==> config.mk <==
export PLATFORM = sky130hd
export DESIGN_NAME = cac_mode_ovf_ctrl
export DESIGN_NICKNAME = d
export VERILOG_FILES = /design/src/cac_pkg.sv /design/src/cac_overflow_flag.sv /design/src/cac_volume_link.sv /design/src/cac_mode_ovf_ctrl.sv
export SDC_FILE = /design/constraint.sdc
export NUM_CORES = 1
export LEC_CHECK = 0
export ABC_CLOCK_PERIOD_IN_PS = 1450
export BUFFER_PORTS_ARGS = -buffer_cell sky130_fd_sc_hd__buf_2
export CAP_MARGIN = 10
export CORE_ASPECT_RATIO = 1.2
export CORE_UTILIZATION = 45
export DETAILED_ROUTE_END_ITERATION = 8
export PLACE_DENSITY_LB_ADDON = 0.12
export SLEW_MARGIN = 20
export SYNTH_ARGS = -nofsm -noshare
export SYNTH_HDL_FRONTEND = slang
export SYNTH_SLANG_ARGS = --single-unit
==> constraint.sdc <==
create_clock -name mclk -period 1.45 [get_ports mclk]
set_input_delay 0.435 -clock mclk [delete_from_list [all_inputs] [get_ports mclk]]
set_output_delay 0.435 -clock mclk [all_outputs]
set_load 0.02 [all_outputs]
==> src/cac_pkg.sv <==
// constants and types of the codec mode and overflow control register
package cac_pkg;

	// register address on the host register port
	localparam logic [5:0] CAC_MODE_OVF_OFFS = 6'h06;
	localparam logic [15:0] CAC_MODE_OVF_RESET = 16'h0000;
	// bits that software may change: 15..9 and 5..3
	localparam logic [15:0] CAC_WR_MASK = 16'hfe38;
	// revision code, value arbitrary
	localparam logic [2:0] CAC_REV_ID = 3'h1;
	// touch ADC clock divider per reference rate, plain defaults
	localparam logic [7:0] CAC_TSC_DIV_48K = 8'h0c;
	localparam logic [7:0] CAC_TSC_DIV_44K = 8'h0b;
	// flag index inside the overflow vector
	localparam int CAC_OVF_ADC = 2;
	localparam int CAC_OVF_DACL = 1;
	localparam int CAC_OVF_DACR = 0;

	typedef enum logic [1:0] {
		CAC_VOL_INDEP = 2'h0,
		CAC_VOL_R2L = 2'h1,
		CAC_VOL_L2R = 2'h2,
		CAC_VOL_INDEP2 = 2'h3
	} cac_vol_link_t;

	// register image, msb first
	typedef struct packed {
		cac_vol_link_t dac_volume_link_select;
		logic reference_rate_select;
		logic transfer_mode_select;
		logic codec_role_select;
		logic phone_input_diff_select;
		logic phone_output_diff_select;
		logic adc_overflow_flag;
		logic dac_left_overflow_flag;
		logic dac_right_overflow_flag;
		logic [1:0] reserved;
		logic agc_clip_step_control;
		logic [2:0] silicon_revision_field;
	} cac_reg_t;

	// settings derived from the reference rate
	typedef struct packed {
		logic deemphCoefSel;
		logic agcTimeConstSel;
		logic [7:0] tscClkDiv;
	} cac_rate_cfg_t;

endpackage

==> src/cac_overflow_flag.sv <==
// sticky saturation flag, cleared by a register read, set wins
`timescale 1ns/10ps
module cac_overflow_flag (
	// clock and reset
	input wire logic mclk,
	input wire logic srst,
	// event and clear
	input wire logic satEvent,
	input wire logic readClear,
	// flag
	output logic flag_q
);
	import cac_pkg::*;

	logic flag_d;

	always_comb begin
		flag_d = flag_q;
		if (readClear) begin
			flag_d = 1'b0;
		end
		if (satEvent) begin
			flag_d = 1'b1;
		end
	end

	always_ff @(posedge mclk) begin
		if (srst) begin
			flag_q <= 1'b0;
		end else begin
			flag_q <= flag_d;
		end
	end
endmodule // cac_overflow_flag

==> src/cac_volume_link.sv <==
// applies the left/right DAC volume linking
`timescale 1ns/10ps
module cac_volume_link (
	// clock and reset
	input wire logic mclk,
	input wire logic srst,
	// link mode and programmed volumes
	input wire cac_pkg::cac_vol_link_t linkSel,
	input wire logic [6:0] leftVolProg,
	input wire logic [6:0] rightVolProg,
	// volumes applied to the channels
	output logic [6:0] leftVolApplied_q,
	output logic [6:0] rightVolApplied_q
);
	import cac_pkg::*;

	logic [6:0] leftVol_d;
	logic [6:0] rightVol_d;

	always_comb begin
		leftVol_d = leftVolProg;
		rightVol_d = rightVolProg;
		case (linkSel)
			CAC_VOL_R2L: begin
				leftVol_d = rightVolProg;
			end
			CAC_VOL_L2R: begin
				rightVol_d = leftVolProg;
			end
			CAC_VOL_INDEP, CAC_VOL_INDEP2: begin
				leftVol_d = leftVolProg;
			end
			default: begin
				leftVol_d = leftVolProg;
			end
		endcase
	end

	always_ff @(posedge mclk) begin
		if (srst) begin
			leftVolApplied_q <= 7'h00;
			rightVolApplied_q <= 7'h00;
		end else begin
			leftVolApplied_q <= leftVol_d;
			rightVolApplied_q <= rightVol_d;
		end
	end
endmodule // cac_volume_link

==> src/cac_mode_ovf_ctrl.sv <==
// codec mode and overflow control register with its decoded outputs
`timescale 1ns/10ps
module cac_mode_ovf_ctrl (
	// clock and reset
	input wire logic mclk,
	input wire logic srst,
	// host register port
	input wire logic regWrEn,
	input wire logic regRdEn,
	input wire logic [5:0] regAddr,
	input wire logic [15:0] regWrData,
	output logic [15:0] regRdData_q,
	output logic regRdValid_q,
	// saturation events from the datapath
	input wire logic adcSatEvent,
	input wire logic dacLeftSatEvent,
	input wire logic dacRightSatEvent,
	// programmed channel volumes and AGC state
	input wire logic [6:0] leftVolProg,
	input wire logic [6:0] rightVolProg,
	input wire logic agcSelected,
	// applied volumes
	output logic [6:0] leftVolApplied_q,
	output logic [6:0] rightVolApplied_q,
	// mode outputs and overflow flags
	output cac_pkg::cac_rate_cfg_t rateCfg_q,
	output logic transferMode256_q,
	output logic codecMaster_q,
	output logic phoneInputDiff_q,
	output logic phoneOutputDiff_q,
	output logic clipStepActive_q,
	output logic [2:0] ovfFlags_q
);
	import cac_pkg::*;

	////////////////////////////////////////////////////////////////////////
	// register decode

	logic regHit;
	logic rdTake;
	logic wrTake;
	cac_reg_t wrImage;

	assign regHit = (regAddr == CAC_MODE_OVF_OFFS);
	assign rdTake = regRdEn && regHit;
	assign wrTake = regWrEn && regHit;
	assign wrImage = cac_reg_t'(regWrData);

	////////////////////////////////////////////////////////////////////////
	// writable fields

	cac_reg_t ctrl_q;
	cac_reg_t ctrl_d;

	always_comb begin
		ctrl_d = ctrl_q;
		if (wrTake) begin
			ctrl_d = cac_reg_t'((regWrData & CAC_WR_MASK)
				| (16'(ctrl_q) & ~CAC_WR_MASK));
		end
		ctrl_d.adc_overflow_flag = 1'b0;
		ctrl_d.dac_left_overflow_flag = 1'b0;
		ctrl_d.dac_right_overflow_flag = 1'b0;
		ctrl_d.silicon_revision_field = 3'h0;
	end

	always_ff @(posedge mclk) begin
		if (srst) begin
			ctrl_q <= cac_reg_t'(CAC_MODE_OVF_RESET);
		end else begin
			ctrl_q <= ctrl_d;
		end
	end

	////////////////////////////////////////////////////////////////////////
	// overflow flags

	logic [2:0] satEvents;

	assign satEvents[CAC_OVF_ADC] = adcSatEvent;
	assign satEvents[CAC_OVF_DACL] = dacLeftSatEvent;
	assign satEvents[CAC_OVF_DACR] = dacRightSatEvent;

	// same flag logic for left DAC
	// same flag logic for right DAC
	for (genvar i = 0; i < 3; i++) begin : g_ovf
		cac_overflow_flag u_flag (
			.mclk(mclk),
			.srst(srst),
			.satEvent(satEvents[i]),
			.readClear(rdTake),
			.flag_q(ovfFlags_q[i])
		);
	end

	////////////////////////////////////////////////////////////////////////
	// read path

	cac_reg_t rdImage;
	logic [15:0] rdData_d;
	logic rdValid_d;

	always_comb begin
		rdImage = ctrl_q;
		rdImage.adc_overflow_flag = ovfFlags_q[CAC_OVF_ADC];
		rdImage.dac_left_overflow_flag = ovfFlags_q[CAC_OVF_DACL];
		rdImage.dac_right_overflow_flag = ovfFlags_q[CAC_OVF_DACR];
		rdImage.silicon_revision_field = CAC_REV_ID;
		rdData_d = regRdData_q;
		rdValid_d = rdTake;
		if (rdTake) begin
			rdData_d = 16'(rdImage);
		end
	end

	always_ff @(posedge mclk) begin
		if (srst) begin
			regRdData_q <= 16'h0000;
			regRdValid_q <= 1'b0;
		end else begin
			regRdData_q <= rdData_d;
			regRdValid_q <= rdValid_d;
		end
	end

	////////////////////////////////////////////////////////////////////////
	// volume linking

	cac_volume_link u_vol (
		.mclk(mclk),
		.srst(srst),
		.linkSel(ctrl_q.dac_volume_link_select),
		.leftVolProg(leftVolProg),
		.rightVolProg(rightVolProg),
		.leftVolApplied_q(leftVolApplied_q),
		.rightVolApplied_q(rightVolApplied_q)
	);

	////////////////////////////////////////////////////////////////////////
	// decoded mode outputs

	cac_rate_cfg_t rateCfg_d;
	logic transferMode256_d;
	logic codecMaster_d;
	logic phoneInputDiff_d;
	logic phoneOutputDiff_d;
	logic clipStepActive_d;

	always_comb begin
		// rate picks filter, AGC and touch divider sets
		rateCfg_d.deemphCoefSel = ctrl_q.reference_rate_select;
		rateCfg_d.agcTimeConstSel = ctrl_q.reference_rate_select;
		rateCfg_d.tscClkDiv = ctrl_q.reference_rate_select
			? CAC_TSC_DIV_44K : CAC_TSC_DIV_48K;
		transferMode256_d = ctrl_q.transfer_mode_select;
		codecMaster_d = ctrl_q.codec_role_select;
		phoneInputDiff_d = ctrl_q.phone_input_diff_select;
		phoneOutputDiff_d = ctrl_q.phone_output_diff_select;
		// clip stepping gated by AGC use
		clipStepActive_d = ctrl_q.agc_clip_step_control && agcSelected;
	end

	always_ff @(posedge mclk) begin
		if (srst) begin
			rateCfg_q <= '{deemphCoefSel: 1'b0, agcTimeConstSel: 1'b0,
				tscClkDiv: CAC_TSC_DIV_48K};
			transferMode256_q <= 1'b0;
			codecMaster_q <= 1'b0;
			phoneInputDiff_q <= 1'b0;
			phoneOutputDiff_q <= 1'b0;
			clipStepActive_q <= 1'b0;
		end else begin
			rateCfg_q <= rateCfg_d;
			transferMode256_q <= transferMode256_d;
			codecMaster_q <= codecMaster_d;
			phoneInputDiff_q <= phoneInputDiff_d;
			phoneOutputDiff_q <= phoneOutputDiff_d;
			clipStepActive_q <= clipStepActive_d;
		end
	end

	// read image view used by the checks
	cac_reg_t rdSeen;

	assign rdSeen = cac_reg_t'(regRdData_q);
endmodule // cac_mode_ovf_ctrl

==> flow_summary_export.csv, run 1 <==
group,metric,value,unit
power,power_density,983,nW/um2
power,p_switching,539,uW
logic_synthesis,yosys_warnings,0,
logic_synthesis,synth_area_leaders,"dfxtp_1 (51%), mux2i_1 (19%), nand2b_1 (12%), buf_4 (5.1%), nor2_1 (3.3%)",
critical_path,critPathKind,"register to primary output",
clock_network,htree_levels,2,
power,combPwrFrac,0.096,
critical_path,cp-end-kind,"primary output",
route,routed_wl,3.37,mm
clock_network,cts-root-buf,"clkbuf_8",
timing,min_period,1280,ps
placed_design,dpl.hpwl,2.46,mm
clock_network,cts_made_buffers,5,
finish,utilization,0.593,
logic_synthesis,netlist_area,1920,um2
logic_synthesis,synth.distinct_cells,19,
logic_synthesis,synth-async-reset-ratio,0,
power,clkPwrFrac,0.311,
logic_synthesis,synthTopCellsByCount,"dfxtp_1 (49), mux2i_1 (37), nand2b_1 (37)",
die,die_area,4540,um2
logic_synthesis,yosys.area.top_type,"dfxtp_1",
die,row_count,25,
clock_network,postCtsSetupBuffers,0,
grt,grt_pass1_wl,5.42,mm
critical_path,crit_chain,"buf_2",
critical_path,slowest_stage,"dfxtp_1",
clock_network,clk_latency,300,ps
route,viasPerCell,4.50,
finish,layout-drive-gt1-share,0.361,
route,wl_per_cell,10.9,um
logic_synthesis,netlist.area_leader.share,0.510,
timing,setup_viol_count_final,0,
die,io_pins,93,
timing,rsz0062_at_grt,"false",
logic_synthesis,ys_ff_latch,49,
power,swShare,0.231,
critical_path,critPathBufInv,1,
clock_network,cts_sinks,49,
flow_run,cap_violations,0,
critical_path,critical_path.max_stage_delay,370,ps
worst_hold_path,holdCritPathClass,"input port to register",
power,p_leak,1.21,nW
die,dieWidth,61.7,um
placed_design,place_inst,303,
route,dr.pass1.iters,4,
finish,num-fill-cells,395,
clock_network,hold_buffers,0,
critical_path,worstPathMaxFanout,4,
critical_path,startpoint_type,"register",
route,final_antenna_net_count,0,
grt,overflow,0,
die,start_util,0.480,
finish,final_nets,300,
clock_network,cts_tree,"built",
logic_synthesis,synth-edff-count,0,
route,vias,1390,
timing,drv_slew,0,
placed_design,gp_congestion,0.705,
route,drc,0,
placed_design,io_buffers,79,
logic_synthesis,synthesis.instances,184,
logic_synthesis,syn_area_per_cell,10.4,um2
clock_network,max-clock-path-buffers,2,
clock_network,path_clk_slew,90,ps
timing,fmax,0.779,GHz
timing,finalClockSkew,7.58,ps
logic_synthesis,ys.flop_type,"dfxtp_1",
grt,grtUsageTotal,0.164,
grt,grt_pass1_vias,1285,
power,power_frac_seq,0.593,
logic_synthesis,seq_area_frac_synth,0.510,
grt,grt_start_max_net_pins,37,
power,max-vdd-ir-drop,0.510,mV
placed_design,place_area,2300,um2
clock_network,cts_resized,0,
grt,antenna_found_initial,0,
logic_synthesis,yosysMostFrequentCell,"dfxtp_1",
run_status,outcome,"finished, final reports clean",
route,drt-initial-drc-count,39,
timing,hold_violations,0,
die,coreArea,4000,um2
finish,layoutNonFillerInstCount,309,
die,die_height,73.6,um
timing,min_period_over_period,0.885,
finish,area_growth,23.4,%
critical_path,cp_top_family,"flip-flops",
finish,n_antenna_cell,0,
critical_path,cp.arrival,850,ps
finish,design_area,2370,um2
power,p_int,1.79,mW
critical_path,required,1020,ps
final cells by class:
| class | count | area (um2) | area share |
|---|---|---|---|
| inverter | 9 | 33.8 | 0.0142 |
| clock buffer | 5 | 68.8 | 0.0290 |
| tap | 54 | 67.6 | 0.0285 |
| clock inverter | 1 | 5.00 | 0.00211 |
| timing repair buffer | 83 | 450 | 0.190 |
| sequential | 49 | 981 | 0.414 |
| multi-input combinational | 108 | 766 | 0.323 |
sequential cells by signal (all words and copies together), names as in the netlist:
| name | cells |
|---|---|
| regRdData_q | 14 |
| u_vol.leftVolApplied_q | 7 |
| u_vol.rightVolApplied_q | 7 |
| ctrl_q | 6 |
| g_ovf.u_flag.flag_q | 3 |
| rateCfg_q | 2 |
| clipStepActive_q | 1 |
| codecMaster_d | 1 |
| codecMaster_q | 1 |
| phoneInputDiff_d | 1 |
| phoneInputDiff_q | 1 |
| phoneOutputDiff_d | 1 |
| phoneOutputDiff_q | 1 |
| regRdValid_q | 1 |
| transferMode256_d | 1 |
| transferMode256_q | 1 |
layer usage:
layer  global-route usage  vias to the layer above  routed length, um
met1                0.192                      623               1430
met5                    0                        -                  0
met3               0.0546                        7                247
met2                0.264                       55               1630
li1                     -                      705                  -
met4               0.0815                        0                 67
per-stage QoR:
stage               TNS (ps)  total power, mW  worst slack (ps)  hold WS (ps)
floorplan                  0             1.57               162           410
global placement       -6.07             1.64             -4.48           422
detailed placement     -57.7             1.64             -19.1           430
CTS                        0             2.38               157           349
global route               0             2.45               133           368
finish                     0             2.33               167           360
cell usage in the layout (no fill, tap or decap), types with 2 or more instances in the layout:
cell type	count
buf_2	79
clkbuf_8	5
buf_4	2
dfxtp_1	49
inv_1	9
o22ai_1	3
buf_12	2
nand2b_1	37
mux2i_1	37
conb_1	7
nor2_1	17
final timing paths:
kind / startpoint / endpoint / slack (ps) / cells past startpoint
hold / removal: agcSelected / clipStepActive_q$_SDFF_PP0_ / 360 / 3
setup / recovery: rateCfg_q[1]$_SDFF_PP0_ / rateCfg_q[0] / 170 / 1
hold reg to reg: ctrl_q[3]$_SDFFE_PP0P_ / clipStepActive_q$_SDFF_PP0_ / 440 / 2
setup reg to reg: ctrl_q[14]$_SDFFE_PP0P_ / u_vol.rightVolApplied_q[4]$_SDFF_PP0_ / 310 / 3
power by group through the flow:
stage | registers [mW] | logic [mW] | clock network [mW]
after floorplan | 1.44 | 0.126 | 0
after global placement | 1.41 | 0.224 | 0
after detailed placement | 1.42 | 0.226 | 0
after CTS | 1.38 | 0.226 | 0.766
after global routing | 1.39 | 0.248 | 0.811
final | 1.38 | 0.224 | 0.726
cell families after synthesis:
group	count (synthesis)	share of synthesized area
mux	37	0.193
compound gates	4	0.0124
buf+inv	32	0.101
flops	49	0.510
simple gates	60	0.180
other cells	2	0.00391
Power figures use the tool's default switching activity.
==> inputs of run 2 (changes only) <==
--- a/config.mk
+++ b/config.mk
@@ -11,7 +11,7 @@
 export CORE_ASPECT_RATIO = 1.2
 export CORE_UTILIZATION = 45
 export DETAILED_ROUTE_END_ITERATION = 8
-export PLACE_DENSITY_LB_ADDON = 0.12
+export PLACE_DENSITY = 0.89
 export SLEW_MARGIN = 20
 export SYNTH_ARGS = -nofsm -noshare
 export SYNTH_HDL_FRONTEND = slang
==> flow_summary_export.csv, run 2 (same netlist as run 1, synthesis figures left out) <==
group,metric,value,unit
critical_path,rr_worst_depth,3,
die,row_count,25,
finish,reg.largest.list,"regRdData_q (14), u_vol.leftVolApplied_q (7), u_vol.rightVolApplied_q (7)",
timing,fmax,0.801,GHz
timing,whs,356,ps
placed_design,gp_congestion,0.635,
finish,final_nets,300,
timing,finalClockSkew,6.28,ps
finish,final_common_cell,"buf_2",
finish,regMostFlops,"regRdData_q",
clock_network,hold_buffers,0,
finish,layout-drive-gt1-share,0.366,
finish,area_growth,26.1,%
critical_path,cp_top_family,"flip-flops",
die,die_height,73.6,um
grt,grtUsageTotal,0.142,
finish,n_antenna_cell,0,
timing,min_period_over_period,0.861,
timing,min_period,1250,ps
finish,final_cell_mix,"buf_2 (79), dfxtp_1 (49), nand2b_1 (37), mux2i_1 (37), nor2_1 (17)",
route,routed_wl,3.24,mm
clock_network,cts_sinks,49,
critical_path,cp_num_cells,1,
placed_design,dpl.hpwl,2.36,mm
clock_network,cts_tree,"built",
worst_hold_path,worstHoldPathCells,3,
power,max-vdd-ir-drop,0.760,mV
clock_network,max-clock-path-buffers,2,
route,final_antenna_net_count,0,
die,dieWidth,61.7,um
critical_path,critPathBufInv,1,
clock_network,htree_levels,2,
run_status,outcome,"finished, final reports clean",
finish,design_area,2420,um2
critical_path,worstPathMaxFanout,2,
power,p_leak,1.24,nW
placed_design,place_area,2290,um2
power,power_density,1130,nW/um2
timing,hold_violations,0,
grt,grt_start_max_net_pins,57,
grt,grt_pass1_vias,1129,
critical_path,startpoint_type,"register",
critical_path,critical_path.max_stage_delay,340,ps
die,start_util,0.480,
grt,overflow,0,
timing,rsz0062_at_grt,"false",
clock_network,path_clk_slew,80,ps
route,wl_per_cell,10.4,um
clock_network,cts-root-buf,"clkbuf_8",
clock_network,cts_resized,0,
placed_design,io_buffers,79,
route,drc,0,
critical_path,cp-end-kind,"primary output",
route,dr.pass1.iters,4,
critical_path,required,1020,ps
grt,grt_pass1_wl,4.69,mm
critical_path,cp.arrival,810,ps
flow_run,cap_violations,0,
worst_hold_path,holdCritPathClass,"input port to register",
route,viasPerCell,4.35,
critical_path,slowest_stage,"dfxtp_1",
power,p_total,2.74,mW
finish,largest_register_ffs,14,
clock_network,cts_made_buffers,5,
clock_network,postCtsSetupBuffers,0,
clock_network,clk_latency,300,ps
timing,setup_viol_count_final,0,
die,coreArea,4000,um2
critical_path,critPathKind,"register to primary output",
route,drt-initial-drc-count,36,
critical_path,crit_chain,"buf_2",
route,vias,1352,
die,io_pins,93,
grt,antenna_found_initial,0,
die,die_area,4540,um2
timing,drv_slew,0,
## run 2: cell types whose count changed in the layout (fill, tap and decap cells not counted)
cell | previous run | this run
buf_12 | 2 | 1
buf_4 | 2 | 3
bufinv_16 | 0 | 2
clkinv_2 | 1 | 0
inv_6 | 0 | 1
## run 2: worst paths after layout
| check | startpoint | endpoint | slack (ps) |
|---|---|---|---|
| setup / recovery | regRdData_q[14]$_SDFFE_PP0P_ | regRdData_q[14] | 200 |
| hold / removal | agcSelected | clipStepActive_q$_SDFF_PP0_ | 360 |
| setup reg to reg | ctrl_q[14]$_SDFFE_PP0P_ | u_vol.rightVolApplied_q[1]$_SDFF_PP0_ | 300 |
| hold reg to reg | ctrl_q[3]$_SDFFE_PP0P_ | clipStepActive_q$_SDFF_PP0_ | 440 |
## run 2: tightest hold or removal path: stages
cell     delay, ps
buf_2           90
nand2_1         50
nor2_1          30
## run 2: per-stage QoR
stage / setup TNS, ps / std cells / setup slack (ps) / util
2_1_floorplan: 0 / 189 / 162 / -
3_3_place_gp: -4.17 / 303 / -4.17 / 0.571
3_5_place_dp: -24.9 / 303 / -10.0 / 0.571
4_1_cts: 0 / 311 / 189 / 0.605
5_1_grt: 0 / 311 / 158 / 0.605
6_report: 0 / 311 / 202 / 0.605
## run 2: per-layer routing
layer | wire length [um] | track usage | part of all wire | vias to the layer above
met5 | 0 | 0 | 0 | -
met2 | 1610 | 0.246 | 0.50 | 49
met1 | 1370 | 0.154 | 0.42 | 590
li1 | - | - | - | 709
met3 | 218 | 0.0475 | 0.067 | 4
met4 | 38 | 0.0593 | 0.012 | 0
## run 2: power by group
part	internal (mW)	total, mW	switching, mW
sequential	1.37	1.38	0.00845
clock	0.694	1.14	0.444
combinational	0.0993	0.221	0.122
total	2.17	2.74	0.574
## run 2: cell type report
class | count | area [um2]
well taps | 54 | 67.6
fillers | 367 | 1580
multi-input cells | 108 | 766
flip-flops and latches | 49 | 981
inverters | 9 | 33.8
repair buffers | 83 | 438
clock inverters | 3 | 68.8
clock buffers | 5 | 68.8
